==> src/pkg/ecb_defines.svh <==
/*
 * Register offset, field positions and reset value of the canceller B
 * first control register, and the control-port widths.
 * Assumes inclusion by bare name from the design files.
 */
`ifndef ECB_DEFINES_SVH
`define ECB_DEFINES_SVH

`define ECB_ADDR_W 8
`define ECB_DATA_W 8
`define ECB_CTRL1_ADDR 8'h20
`define ECB_CTRL1_RESET 8'h02
`define ECB_BIT_INIT 7
`define ECB_BIT_NOISE_OFF 6
`define ECB_BIT_B2B 5
`define ECB_BIT_PAD 4
`define ECB_BIT_BYPASS 3
`define ECB_BIT_FREEZE 2
`define ECB_BIT_RSV1 1
`define ECB_BIT_RSV0 0
`define ECB_UNMAPPED_READ 8'h00

`endif

==> src/pkg/ecb_pkg.sv <==
/*
 * Types shared by the canceller B control register bank.
 * Assumes the defines header supplies widths.
 */
`include "ecb_defines.svh"

package ecb_pkg;

    // Decoded control fields; bit 7 is not stored since it self-clears.
    typedef struct packed {
        logic noise_inject_off;
        logic back_to_back_mode;
        logic pad;
        logic bypass;
        logic adapt_freeze;
        logic rsv1;
        logic rsv0;
    } ecb_ctrl_t;

    // Mode of the canceller as seen by the signal path.
    typedef enum logic [1:0] {
        ECB_MODE_ADAPT,
        ECB_MODE_FROZEN,
        ECB_MODE_BYPASS
    } ecb_mode_t;

endpackage : ecb_pkg

==> src/rtl/ecb_ctrl_one.sv <==
/*
 * Control register 1 of echo canceller B, with the steering levels it
 * drives into the signal path. Assumes a plain register port on clk_sys
 * and a synchronous active-low reset; the signal path lies outside.
 */
`timescale 1ns/1ps
`default_nettype none

module ecb_ctrl_one
    import ecb_pkg::*;
(
    input wire logic clk_sys,
    input wire logic rst_b,
    input wire logic [`ECB_ADDR_W-1:0] reg_addr,
    input wire logic [`ECB_DATA_W-1:0] reg_wdata,
    input wire logic reg_wr,
    input wire logic reg_rd,
    output logic [`ECB_DATA_W-1:0] reg_rdata,
    output logic back_to_back_mode,
    output logic noise_inject_off,
    output logic rx_pad_on,
    output logic path_bypass,
    output logic coef_clear,
    output logic adapt_enable,
    output ecb_mode_t mode
);

    // All state of the block.
    typedef struct packed {
        ecb_ctrl_t ctrl;
        logic [`ECB_DATA_W-1:0] rdata;
        logic coef_clear;
        logic adapt_enable;
        ecb_mode_t mode;
    } ecb_state_t;

    ecb_state_t st;
    ecb_state_t next_st;
    ecb_ctrl_t next_ctrl;
    ecb_ctrl_t reset_ctrl;
    logic [`ECB_DATA_W-1:0] reset_word;
    logic init_req;
    logic dec_clear;
    logic dec_adapt;
    ecb_mode_t dec_mode;
    logic hit;

    // Reset image of the stored fields, bit 7 dropped.
    // The power-up word is cut on purpose: bit 7 is never stored.
    assign reset_word = `ECB_CTRL1_RESET;
    assign reset_ctrl = reset_word[`ECB_BIT_NOISE_OFF:`ECB_BIT_RSV0];
    assign hit = (reg_addr == `ECB_CTRL1_ADDR);
    assign init_req = reg_wr & hit & reg_wdata[`ECB_BIT_INIT];

    // The decoder sees the value being written so decoded outputs change at the same edge as the stored fields.
    ecb_mode_decode u_decode (
        .ctrl(next_ctrl),
        .init_req(init_req),
        .coef_clear(dec_clear),
        .adapt_enable(dec_adapt),
        .mode(dec_mode)
    );

    // Register write, read and self-clearing initialisation.
    always_comb begin
        next_ctrl = st.ctrl;
        if (init_req) begin
            next_ctrl = reset_ctrl;
        end else if (reg_wr && hit) begin
            // Reserved bits are stored as written; software keeps 1 and 0 there.
            next_ctrl = ecb_ctrl_t'(reg_wdata[`ECB_BIT_NOISE_OFF:`ECB_BIT_RSV0]);
        end
        next_st = st;
        next_st.ctrl = next_ctrl;
        next_st.coef_clear = dec_clear;
        next_st.adapt_enable = dec_adapt;
        next_st.mode = dec_mode;
        // Bit 7 always reads 0 because initialisation completes in one cycle.
        if (reg_rd && hit) begin
            next_st.rdata = {1'b0, st.ctrl};
        end else begin
            next_st.rdata = `ECB_UNMAPPED_READ;
        end
    end

    // Single state register with synchronous reset: fields to the power-up value, coef_clear set and adapt_enable cleared.
    always_ff @(posedge clk_sys) begin
        if (!rst_b) begin
            next_st_reset_apply: begin
                st.ctrl <= reset_ctrl;
                st.rdata <= `ECB_UNMAPPED_READ;
                st.coef_clear <= 1'b1;
                st.adapt_enable <= 1'b0;
                st.mode <= ECB_MODE_ADAPT;
            end
        end else begin
            st <= next_st;
        end
    end

    // Outputs come straight from the state register.
    assign reg_rdata = st.rdata;
    assign back_to_back_mode = st.ctrl.back_to_back_mode;
    assign noise_inject_off = st.ctrl.noise_inject_off;
    assign rx_pad_on = st.ctrl.pad;
    assign path_bypass = st.ctrl.bypass;
    assign coef_clear = st.coef_clear;
    assign adapt_enable = st.adapt_enable;
    assign mode = st.mode;

endmodule // ecb_ctrl_one

`default_nettype wire

==> src/rtl/ecb_mode_decode.sv <==
/*
 * Decodes the stored control fields into the steering levels that the
 * signal path uses. Purely combinational; the top registers its outputs.
 */
`timescale 1ns/1ps
`default_nettype none

module ecb_mode_decode
    import ecb_pkg::*;
(
    input wire ecb_ctrl_t ctrl,
    input wire logic init_req,
    output logic coef_clear,
    output logic adapt_enable,
    output ecb_mode_t mode
);

    // Bypass dominates freeze, because bypass also zeroes the coefficients.
    always_comb begin
        coef_clear = ctrl.bypass | init_req;
        adapt_enable = ~ctrl.bypass & ~ctrl.adapt_freeze & ~init_req;
        if (ctrl.bypass) begin
            mode = ECB_MODE_BYPASS;
        end else if (ctrl.adapt_freeze) begin
            mode = ECB_MODE_FROZEN;
        end else begin
            mode = ECB_MODE_ADAPT;
        end
    end

endmodule // ecb_mode_decode

`default_nettype wire

==> config.mk <==
export PLATFORM = sky130hd
export DESIGN_NAME = ecb_ctrl_one
export DESIGN_NICKNAME = d
export VERILOG_FILES = /design/src/pkg/ecb_pkg.sv /design/src/rtl/ecb_ctrl_one.sv /design/src/rtl/ecb_mode_decode.sv
export VERILOG_INCLUDE_DIRS = /design/src /design/src/pkg
export SDC_FILE = /design/constraint.sdc
export NUM_CORES = 1
export LEC_CHECK = 0
export BUFFER_PORTS_ARGS = -buffer_cell sky130_fd_sc_hd__buf_2
export CAP_MARGIN = 20
export CORE_MARGIN = 5
export CORE_UTILIZATION = 43
export DETAILED_ROUTE_END_ITERATION = 16
export GPL_TIMING_DRIVEN = 0
export PLACE_DENSITY = 0.73
export SLEW_MARGIN = 10
export SYNTH_ARGS = -nofsm -noshare
export SYNTH_HDL_FRONTEND = slang
export SYNTH_SLANG_ARGS = --single-unit
==> constraint.sdc <==
create_clock -name clk_sys -period 1.4 [get_ports clk_sys]
set_clock_uncertainty 0.15 [all_clocks]
set_input_delay 0.07 -clock clk_sys [delete_from_list [all_inputs] [get_ports clk_sys]]
set_output_delay 0.07 -clock clk_sys [all_outputs]
set_load 0.01 [all_outputs]
==> out/qor.csv <==
metric,value,unit
status,"complete, but fails checks",
failing checks,hold timing,
Area contributors post-synth,"dfxtp_1, mux2i_1, buf_4",
final setup fails,0,
Synth cell types,17,
CTS Buffer Depth,2,
YS warnings,0,
Yosys top cell area share,46.7,%
initial antenna violation count,0,
Root Buffer,clkbuf_4,
Pleak,0.555,nW
DRT Pass-1 Iters,4,
power per cell area,809,mW/mm^2
sequential-to-total area share from yosys stat,46.7,%
Iteration-0 DRC Markers,7,
crit path max fanout,2,
largest net degree at the start of global routing,11,
Yosys top cell by area,dfxtp_1,
Synth Cell Area,728,sq um
first-pass GRT wire length,2.80,mm
Peak Freq,0.851,GHz
fin. max-slew vios,0,
Mapped Nets,94,
Synth Instances,74,
final setup TNS,0,ns
fraction of layout cells with a size suffix above 1,45.0,%
GRT Total Usage,14.5,%
Final ANT Viol Nets,0,
"Hold Vio Cnt, Final",1,
Top Ports,36,
crit path DAT,1.25,ns
vias in the first global route,669,
Placer Congestion,0.679,
register bit total from synthesis,17,
DRC,0,
Die Y,51.2,microns
CP Class,input pin to flop,
PortBufs,34,
post-DP HPWL,1.11,mm
ant diodes,0,
Clock Latency Late Sink,0.29,ns
Via-to-Cell Ratio,4.71,
clock-pin slew on the worst setup and hold paths,0.09,ns
row count,14,
Final #Nets,141,
CP Capture Type,flop,
"wirelength, routed",1.51,mm
worst min path class,input pin to flop,
"Remaining Overflow, GRT",0,
TritonCTS buffer count,3,
fin crit share,83.9,%
wire length per cell,11.1,microns
Vias,640,
"Data required, critical path",1.47,ns
H-tree lvl count,1,
Starting Density,46.7,%
Largest register FFs,7,
CTS tree,built,
Tmin final,1.18,ns
average cell area after synthesis,9.84,sq um
max-cap violations,0,
Peak VDD IR,0.435,mV
die area,0.00262,sq mm
Layout area overhead,41.1,%
core area,0.00156,sq mm
clock sink count,17,
total setup buffers inserted after CTS,0,
Final Hold Slack,-0.0153,ns
Worst Setup Start Kind,input pin,
chip width,51.2,microns
RSZ-0062 raised after global routing,false,
==> routing by layer <==
layer  up-vias  routed length [microns]  track usage [%]
li1        322                        -                -
met1       289                      559             15.4
met2        24                      784             25.8
met3         5                      107             2.03
met4         0                       53             10.8
met5         -                        0                0
==> worst max-delay path, stage by stage <==
cell and delay, ns:
buf_2 0.10, dlygate4sd3_1 0.58, nor3b_1 0.28, nand2_1 0.09, mux2i_1 0.12
==> cells in the mapped netlist <==
| cell | count |
|---|---|
| nor3_1 | 1 |
| buf_6 | 1 |
| conb_1 | 1 |
| nand2b_1 | 1 |
| nor2_1 | 8 |
| nor3b_1 | 1 |
| nand3_1 | 2 |
| nor4b_4 | 1 |
| dfxtp_1 | 17 |
| mux2i_1 | 9 |
| nand2_1 | 14 |
| nor4_4 | 1 |
| nor2b_1 | 4 |
| buf_2 | 1 |
| or2_2 | 1 |
| buf_4 | 10 |
| mux2_4 | 1 |
==> power breakdown <==
part | total [W] | internal [W] | leakage, nW | switching [W]
sequential | 0.000487 | 0.000486 | 0.138 | 0.000000556
clock | 0.000256 | 0.000111 | 0.0150 | 0.000145
combinational | 0.0000882 | 0.0000522 | 0.403 | 0.0000360
==> per-stage QoR <==
step | instance area, sq um | cells | setup slack, ns | util [%] | total power, W
floorplan | 728 | 74 | 0.240 | - | 0.000528
global placement | 918 | 124 | 0.0776 | 58.9 | 0.000568
detailed placement | 918 | 124 | 0.0564 | 58.9 | 0.000569
CTS | 1030 | 137 | 0.0480 | 66.4 | 0.000838
global route | 1030 | 136 | 0.144 | 65.9 | 0.000870
finish | 1030 | 136 | 0.225 | 65.9 | 0.000831
==> cells by family after synthesis <==
kind of cell	Yosys count	share of synthesized area, %
simple gates	34	25.8
flops	17	46.7
buf+inv	12	12.5
mux	10	14.4
other cells	1	0.515
==> final timing paths <==
check	startpoint	to	slack (ns)	cells past startpoint
setup / recovery	reg_wdata[7]	mode[0]	0.22	5
hold / removal	rst_b	st[13]	-0.02	4
setup reg to reg	path_bypass	adapt_enable	0.29	3
hold reg to reg	st[13]	reg_rdata[1]	0.28	2
==> area by class of cell <==
class / instances / area, sq um
multi-input combinational: 45 / 299
tap: 16 / 20.0
timing repair buffer: 42 / 250
clock buffer: 4 / 26.3
fill: 138 / 532
sequential: 17 / 340
buffer: 12 / 91.3
==> layout by cell type, fill, tap and decap left out, drive strengths merged <==
cell type	instances
mux2	1
dfxtp	17
nor3	1
nand2b	1
nand2	14
nor2b	4
nor4b	1
conb	1
nor3b	1
nor4	1
buf	46
or2	1
mux2i	9
nand3	2
nor2	8
clkbuf	4
dlygate4sd3	8
==> repair_timing <==
| item | in CTS | in global routing |
|---|---|---|
| endpoints found under the hold margin | 9 | 0 |
| hold buffers | 9 | 0 |
| gates resized for setup | 0 | 1 |
| endpoints found under the setup margin | 0 | 2 |
(Power assumes the default switching activity.)
